==> config.mk <==
export PLATFORM = sky130hd
export DESIGN_NAME = fcm_flash_ctrl
export DESIGN_NICKNAME = d
export VERILOG_FILES = /design/src/hw/fcm_pkg.sv /design/src/hw/fcm_flash_ctrl.sv
export SDC_FILE = /design/constraint.sdc
export NUM_CORES = 1
export LEC_CHECK = 0
export BUFFER_PORTS_ARGS = -buffer_cell sky130_fd_sc_hd__buf_2
export CELL_PAD_IN_SITES_DETAIL_PLACEMENT = 1
export CELL_PAD_IN_SITES_GLOBAL_PLACEMENT = 1
export CORE_ASPECT_RATIO = 0.9
export CORE_MARGIN = 1
export CORE_UTILIZATION = 25
export CTS_CLUSTER_SIZE = 24
export DETAILED_ROUTE_END_ITERATION = 8
export GPL_ROUTABILITY_DRIVEN = 0
export PLACE_DENSITY = 0.65
export SYNTH_ARGS = -nofsm -noshare
export SYNTH_HDL_FRONTEND = slang
export SYNTH_SLANG_ARGS = --single-unit
==> constraint.sdc <==
create_clock -name pclk -period 2 [get_ports pclk]
set_input_delay 0.2 -clock pclk [delete_from_list [all_inputs] [get_ports pclk]]
set_output_delay 0.2 -clock pclk [all_outputs]
set_load 0.05 [all_outputs]
==> src/hw/fcm_pkg.sv <==
// Functional notes
// - monitor register reads the committed shadow copy, not the staged value
// - command-enable monitor bit is one only when 101 is committed
// - monitor bits 7 and 6 always read zero
// - in serial programming mode loader map monitor reads one
// - standby bit writes accepted only from ram-resident code
// - flash access while standby bit set raises a standby reset
// - standby register reads zero on all bits
// - serial clock enable gates clock pin; general enable gates other ports
// - in controller mode port-input register ignored, writes dropped, reads zero
// - stage 101 to enable, 010 to disable, then commit key D5
// - commands and toggles ignored while command execution disabled
// - command-enable field resets to 010
// - disabling rejects later commands but does not abort a running one
// - memory transfers reach flash only through the data area
// - committed area select 10 maps code upper half onto data upper half
// - ram map field with key D4 maps ram into code area
// - serial programming mode always maps ram into code area
// - committed loader map one overlays 1000-17FF with loader rom
// - serial mode maps loader rom data 1000-17FF, code 1000-1FFF
// - serial mode forces loader map to one; field writes are still staged and committed
// - staged register takes effect only on commit key D5
`default_nettype none
package fcm_pkg;
  localparam logic [11:0] STAGED_OFS  = 12'hFD0;
  localparam logic [11:0] MONITOR_OFS = 12'hFD1;
  localparam logic [11:0] COMMIT_OFS  = 12'hFD1;
  localparam logic [11:0] STANDBY_OFS = 12'hFD2;
  localparam logic [11:0] PORTIN_OFS  = 12'hFD3;
  localparam logic [11:0] SYSMAP_OFS  = 12'hFD4;
  localparam logic [11:0] SYSCOM_OFS  = 12'hFD5;
  localparam logic [11:0] STATUS_OFS  = 12'hFD6;
  localparam logic [7:0]  CR1_KEY     = 8'hD5;
  localparam logic [7:0]  SYS_KEY     = 8'hD4;
  localparam logic [2:0]  CMD_ON      = 3'h5;
  localparam logic [2:0]  CMD_OFF     = 3'h2;
  localparam logic [1:0]  AREA_STD    = 2'h0;
  localparam logic [1:0]  AREA_CODE   = 2'h2;
  localparam logic [7:0]  STAGED_RST  = 8'h40;
  localparam logic [7:0]  PORTIN_RST  = 8'h80;
  localparam int          CMD_LSB     = 5;
  localparam int          LDR_BIT     = 4;
  localparam int          AREA_LSB    = 2;
  localparam logic [15:0] LDR_LO      = 16'h1000;
  localparam logic [15:0] LDR_DHI     = 16'h17FF;
  localparam logic [15:0] LDR_CHI     = 16'h1FFF;
  localparam logic [15:0] UPPER_LO    = 16'h8000;
endpackage
`default_nettype wire

==> src/hw/fcm_flash_ctrl.sv <==
`default_nettype none
module fcm_flash_ctrl (
  input  wire logic        pclk,
  input  wire logic        presetn,
  input  wire logic        psel,
  input  wire logic        penable,
  input  wire logic        pwrite,
  input  wire logic [13:0] paddr,
  input  wire logic [31:0] pwdata,
  output logic      [31:0] prdata,
  output logic             pready,
  output logic             pslverr,
  input  wire logic        serial_mode_pin,
  input  wire logic        exec_from_ram,
  input  wire logic        flash_access,
  input  wire logic        flash_cmd_req,
  input  wire logic        flash_busy,
  output logic             flash_cmd_ok,
  output logic             standby_reset,
  output logic             general_input_enable,
  output logic             serial_clock_input_enable,
  output logic             cmd_enabled,
  output logic             code_upper_to_data,
  output logic             ram_in_code,
  output logic             loader_rom_data,
  output logic             loader_rom_code_ext
);
  // ---------------------------------------------------------------
  // state
  // ---------------------------------------------------------------
  typedef struct packed {
    logic [2:0] sm;
    logic [7:0] staged;
    logic [7:0] shadow;
    logic       stby;
    logic [1:0] pin;
    logic       ram_fld;
    logic       ram_map;
    logic [31:0] rdata;
    logic       ready;
    logic       err;
    logic       cmd_ok;
    logic       sreset;
    logic       serial;
    logic [6:0] outs;
  } fcm_state_t;

  fcm_state_t  st_r;
  fcm_state_t  st_nxt;
  logic        serial;
  logic        access;
  logic        commit;
  logic [11:0] ofs;

  // address decode shared by the error flag of reads and writes
  function automatic logic fcm_mapped(input logic [11:0] o, input logic w);
    if (w) begin
      return o inside {fcm_pkg::STAGED_OFS, fcm_pkg::COMMIT_OFS, fcm_pkg::STANDBY_OFS,
                       fcm_pkg::PORTIN_OFS, fcm_pkg::SYSMAP_OFS, fcm_pkg::SYSCOM_OFS};
    end
    return o inside {fcm_pkg::STAGED_OFS, fcm_pkg::MONITOR_OFS, fcm_pkg::STANDBY_OFS,
                     fcm_pkg::PORTIN_OFS, fcm_pkg::SYSMAP_OFS, fcm_pkg::STATUS_OFS};
  endfunction

  assign serial = st_r.serial;
  assign ofs    = paddr[13:2];
  // first access cycle answers; the write lands at the edge that sees pready high
  assign access = psel & penable & ~st_r.ready;
  assign commit = psel & penable & pwrite & st_r.ready & ~st_r.err;

  // ---------------------------------------------------------------
  // next state
  // ---------------------------------------------------------------
  always_comb begin
    st_nxt        = st_r;
    st_nxt.sm     = {st_r.sm[1:0], serial_mode_pin};
    if (st_r.sm[2] == st_r.sm[1]) begin
      st_nxt.serial = st_r.sm[2];
    end
    st_nxt.ready  = access;
    st_nxt.err    = access & ((paddr[1:0] != 2'h0) | ~fcm_mapped(ofs, pwrite));
    st_nxt.rdata  = 32'h0000_0000;
    if (commit) begin
      case (ofs)
        fcm_pkg::STAGED_OFS:  st_nxt.staged = pwdata[7:0];
        fcm_pkg::COMMIT_OFS: begin
          if (pwdata[7:0] == fcm_pkg::CR1_KEY) begin
            st_nxt.shadow = st_r.staged;
          end
        end
        fcm_pkg::STANDBY_OFS: begin
          if (exec_from_ram) begin
            st_nxt.stby = pwdata[0];
          end
        end
        fcm_pkg::PORTIN_OFS: begin
          if (serial) begin
            st_nxt.pin = pwdata[1:0];
          end
        end
        fcm_pkg::SYSMAP_OFS:  st_nxt.ram_fld = pwdata[0];
        fcm_pkg::SYSCOM_OFS: begin
          if (pwdata[7:0] == fcm_pkg::SYS_KEY) begin
            st_nxt.ram_map = st_r.ram_fld;
          end
        end
        default: ;
      endcase
    end
    if (access && !pwrite) begin
      case (ofs)
        fcm_pkg::STAGED_OFS:  st_nxt.rdata = {24'h000000, st_r.staged};
        fcm_pkg::MONITOR_OFS: begin
          st_nxt.rdata = {24'h000000, 2'h0, st_r.shadow[5:0]};
          st_nxt.rdata[7] = 1'b0;
          st_nxt.rdata[fcm_pkg::CMD_LSB+:3] =
            {2'h0, st_r.shadow[fcm_pkg::CMD_LSB+:3] == fcm_pkg::CMD_ON};
          if (serial) begin
            st_nxt.rdata[fcm_pkg::LDR_BIT] = 1'b1;
          end
        end
        fcm_pkg::STANDBY_OFS: st_nxt.rdata = 32'h0000_0000;
        fcm_pkg::PORTIN_OFS:
          st_nxt.rdata = serial ? {24'h000000, fcm_pkg::PORTIN_RST[7:2], st_r.pin}
                                : 32'h0000_0000;
        fcm_pkg::SYSMAP_OFS:  st_nxt.rdata = {31'h0, st_r.ram_fld};
        fcm_pkg::STATUS_OFS:  st_nxt.rdata = {31'h0, st_r.stby};
        default: st_nxt.rdata = 32'h0000_0000;
      endcase
    end
    // commands pass only when enabled; a running one is not aborted
    st_nxt.cmd_ok = flash_cmd_req &
                    (st_r.shadow[fcm_pkg::CMD_LSB+:3] == fcm_pkg::CMD_ON) |
                    flash_busy & st_r.cmd_ok;
    st_nxt.sreset = st_r.stby & flash_access;
    st_nxt.outs[0] = ~serial | st_r.pin[0];
    st_nxt.outs[1] = ~serial | st_r.pin[1];
    st_nxt.outs[2] = st_r.shadow[fcm_pkg::CMD_LSB+:3] == fcm_pkg::CMD_ON;
    st_nxt.outs[3] = st_r.shadow[fcm_pkg::AREA_LSB+:2] == fcm_pkg::AREA_CODE;
    st_nxt.outs[4] = serial | st_r.ram_map;
    st_nxt.outs[5] = serial | st_r.shadow[fcm_pkg::LDR_BIT];
    st_nxt.outs[6] = serial;
  end

  // ---------------------------------------------------------------
  // registers
  // ---------------------------------------------------------------
  always_ff @(posedge pclk or negedge presetn) begin
    if (!presetn) begin
      st_r        <= '0;
      st_r.staged <= fcm_pkg::STAGED_RST;
      st_r.shadow <= fcm_pkg::STAGED_RST;
    end else begin
      st_r <= st_nxt;
    end
  end

  // ---------------------------------------------------------------
  // outputs
  // ---------------------------------------------------------------
  assign prdata                    = st_r.rdata;
  assign pready                    = st_r.ready;
  assign pslverr                   = st_r.err;
  assign flash_cmd_ok              = st_r.cmd_ok;
  assign standby_reset             = st_r.sreset;
  assign general_input_enable      = st_r.outs[0];
  assign serial_clock_input_enable = st_r.outs[1];
  assign cmd_enabled               = st_r.outs[2];
  assign code_upper_to_data        = st_r.outs[3];
  assign ram_in_code               = st_r.outs[4];
  assign loader_rom_data           = st_r.outs[5];
  assign loader_rom_code_ext       = st_r.outs[6];
endmodule
`default_nettype wire

# Yosys cells after proc, flatten, opt, wreduce, memory -nomap -nowiden
# Cells that the tools add are included.
# word_totals
wordCells	63
input_bits	56
ff_bits	68
# classes
reduce_logical	11
bitwise	19
n_mux	7
n_eq_ne	12
# ops
op	n
equality test 12 bit, second input constant	7
case mux 8 bit (5 select lines)	1
equality test 8 bit, second input constant	2
2-to-1 mux 8 bit	2
AND reduction 3 bit	4
nonzero test 6 bit	2
AND 1 bit	9
OR 1 bit	6
2-to-1 mux 1 bit	4
NOT 1 bit	4
AND reduction 2 bit	2
equality test 3 bit, second input constant	1
equality test 2 bit, second input constant	1
nonzero test 2 bit	1
equality test 1 bit	1
logical AND 1 bit	1
logical NOT 1 bit	1

# Depth between registers and ports, before layout
# depth
ltp_word	7
depth_mapped	5
ltp_nobuf	4

# Worst setup path after synthesis
# OpenSTA, ideal clock, no wires.
# synth_path
path_kind	reg-to-reg
start	reg st_r (netlist bit pready)
end	reg st_r[57] (netlist bit)
synth_period_minus_slack_ps	1691
setup_slack_ps	309
arrival_ps	1567
path_buffers	0
required_time_ps	1875
path_stages_with_launch	5
path_cell_list	dfrtp_1 nand3b_1 nor4_1 nand2_2 mux2_2
# synth_between
elab_chain_len	3
# synth_rtl
item	line_no	rtl
start, declared	fcm_flash_ctrl.sv:48	fcm_state_t st_r;
start signal, assigned	fcm_flash_ctrl.sv:154	st_r <= st_nxt;
AND 1 bit (2 in series)	fcm_flash_ctrl.sv:69	assign commit = psel & penable & pwrite & st_r.ready & ~st_r.err;
AND reduction 2 bit (no source line)	-	
# Every way passes these cells.
# A chain may end at the register's enable or synchronous reset.

# Worst setup path in the final report
# layout_path
start	reg st_r (netlist bit pslverr)
end	reg st_r[60] (netlist bit)
# layout_between
elab_chain_len	3
# layout_rtl
item	line_no
NOT 1 bit	fcm_flash_ctrl.sv:69
AND 1 bit	fcm_flash_ctrl.sv:69
AND reduction 2 bit (no source line)	-
# Every way passes these cells.

==> results.md <==
* Status: finished, violations left
* Failing checks: design-rule violations
* Post-DP HPWL at around 3200 um
* # rows at 31
* Flip-flop count of the largest register after layout at 22
* Total routed wirelength at 4220 um
* Worst Path Required at 2180 ps
* Commonest non-fill, non-tap cell in the layout: buf_2
* Maximum clock rate at 595 MHz
* RSZ-0062 raised after global routing: no
* CP max-delay cell: dfrtp_1
* Max Root-Sink Buffers at 2
* # fillers at 899
* Number of enable flip-flop cells after synthesis at 0
* Util after Layout at 0.299
* DRC at 2
* Post-Layout Cell Count at approximately 320
* Critical R2R Launch: pslverr
* CP peak stage delay at 390 ps
* Global-route wire length before repair at 6970 um
* Critical Path AT at between 1500 and 2000 ps
* Crit path launch: pslverr
* CTS resizes at 0
* Maximum vdd drop at 202 uV
* Vias/cell at 4.33
* Setup Total Neg Slack at 0 ps
* Placed instance area at 2300 um^2
* Overall Power at 1.70 mW
* Yosys reg bits at 44
* Diodes inserted at 0
* CP endpoint: st_r[60]
* Total CTS buffers at 5
* Mapped cell area at roughly 2100 um^2
* Largest reg by FF count: st_r
* Synth top area cells: dfrtp_1 (51%), mux2_2 (12%), buf_4 (12%), dfstp_2 (2.5%), mux2i_1 (2.4%)
* Hold Fails Final Rpt at 0
* Hold Crit Class: in2reg
* Asr flop ratio synth at 1.00
* Yosys warnings at 0
* Synth Instances at 169
* Top cell type's share of synthesized area at 0.507
* Largest net degree at the start of global routing at 45
* Slew @ Worst Pin at 556 ps
* Post-CTS setup buffer count at 0
* CTS clk-pin slew, worst paths at 70 ps
* FF-to-FF End: st_r[60]
* # IOs at 99
* Syn_area_per_cell at 12.3 um^2
* Port bufs at 50
* Layout area overhead at 15.8%
* P per Cell Area at around 710 nW/um^2
* CTS Sinks at 44
* Leakage at 1.22 nW
* Final worst path period share at 0.841
* H-tree Lvls at 2
* CP Cell Sequence: nand3b_1 -> nor4_1 -> nand2_2 -> mux2_2
* Post-synth top area cell: dfrtp_1
* Chip Width at 98.0 um
* Finish-stage setup viols at 0
* Root buffer cell: clkbuf_8
* Max-slew violations at 0
* Vias in the first global route at 1,416
* Sequential area share after synthesis at 0.532
* Post-route design area at 2400 um^2
* Most frequent cells in the layout: buf_2 (50), dfrtp_1 (42), conb_1 (24)
* Critical Path Source Type: flop
* Worst Path Class, Setup: reg2reg
* DRT iter0 DRCs at 29
* Setup crit end kind: flop
* Share of cells above drive strength 1 at 0.425
* Dpl cells at 309
* Reg2reg path depth at 4
* Max cap viols at 0
* Die height at 88.4 um
* Fin crit period at 1680 ps
* Clock Skew at 2.66 ps
* TritonCTS clock tree: built
* Crit Path Max Fanout at 8
* Fin nets at 275
* Max_slew headroom at 0.629
* FF+latch area at ~1100 um^2
* Synth unique cells at 39
* Area occupied by multi-input gates at 800 um^2
* Pre-Repair DR Iteration Count at 6
* Die footprint at 8660 um^2
* Initial antenna violation count at 0
* Clk_lat worst skew at 290 ps
* Synth Flop Type: dfrtp_1
* Total grt overflow at 0
* Vias at 1,377
* Reg2Reg Setup Slack at 320 ps
* Core area at 8030 um^2
* WL per Instance at 13.3 um
* Final ANT Viol Nets at 0
* Initial Util at 0.258
* Tot GR Track Use at 0.106
-- Yosys cell counts (2+ instances only) --
master     n
dfrtp_1   42
buf_4     32
mux2_2    22
nor2_1    11
nand2_1    7
mux2i_1    5
nand3_1    5
nand3b_1   3
nor4_1     3
o21ai_0    3
a21oi_1    2
dfstp_2    2
nand2b_1   2
nand4_1    2
nor2b_1    2
nor4_2     2
or2_2      2
-- layout make-up --
class / count / area share
Multi-Input combinational cell: 112 / 0.333
Sequential cell: 44 / 0.460
Timing Repair Buffer: 55 / 0.122
Clock inverter: 1 / 0.00208
Clock buffer: 6 / 0.0302
Tap cell: 99 / 0.0516
Inverter: 1 / 0.00156
-- routing by layer --
| metal | GRT usage | wire, um |
|---|---|---|
| met1 | 0.131 | 1810 |
| met2 | 0.175 | 2070 |
| met3 | 0.0276 | 246 |
| met4 | 0.0510 | 93 |
| met5 | 0 | 0 |
-- what timing repair did --
item	CTS	global route
endpoints found under the hold margin	43	0
setup endpoints to repair	0	0
hold buffers	2	0
-- metrics by stage --
stage | hold slack (ps) | setup WS [ps]
global placement | 310 | 364
CTS | 119 | 320
detailed placement | 310 | 320
finish | 120 | 319
global route | 120 | 221
floorplan | -95.6 | 309
-- kinds of logic (layout without fill, tap and decap cells) --
logic type                 Yosys count  in the layout  synth area share
and+or+nand+nor                     49             49             0.158
AOI/OAI and AO/OA                   11             11            0.0356
DFF                                 44             44             0.532
muxes                               27             27             0.144
other                                1             24           0.00181
adders and majority gates            1              1           0.00483
buffers and inverters               36             63             0.124
-- worst max-delay path, delay by kind of cell (launching register included) --
kind	cells	cell delay (ps)
simple gates	3	830
flops	1	390
mux	1	340
-- worst min-delay path by stage --
stage	start	end	depth (start not counted)
floorplan	presetn	cmd_enabled	0
finish	flash_access	standby_reset	2
detailed placement	presetn	prdata[2]	2
CTS	flash_access	standby_reset	2
global placement	presetn	code_upper_to_data	2
global route	flash_access	standby_reset	2
-- power by group --
| group | switching, mW | internal, mW | total (mW) |
|---|---|---|---|
| sequential | 0.0104 | 0.906 | 0.917 |
| combinational | 0.210 | 0.0543 | 0.264 |
| clock | 0.279 | 0.237 | 0.517 |
| total | 0.499 | 1.20 | 1.70 |
(Power assumes the default switching activity.)
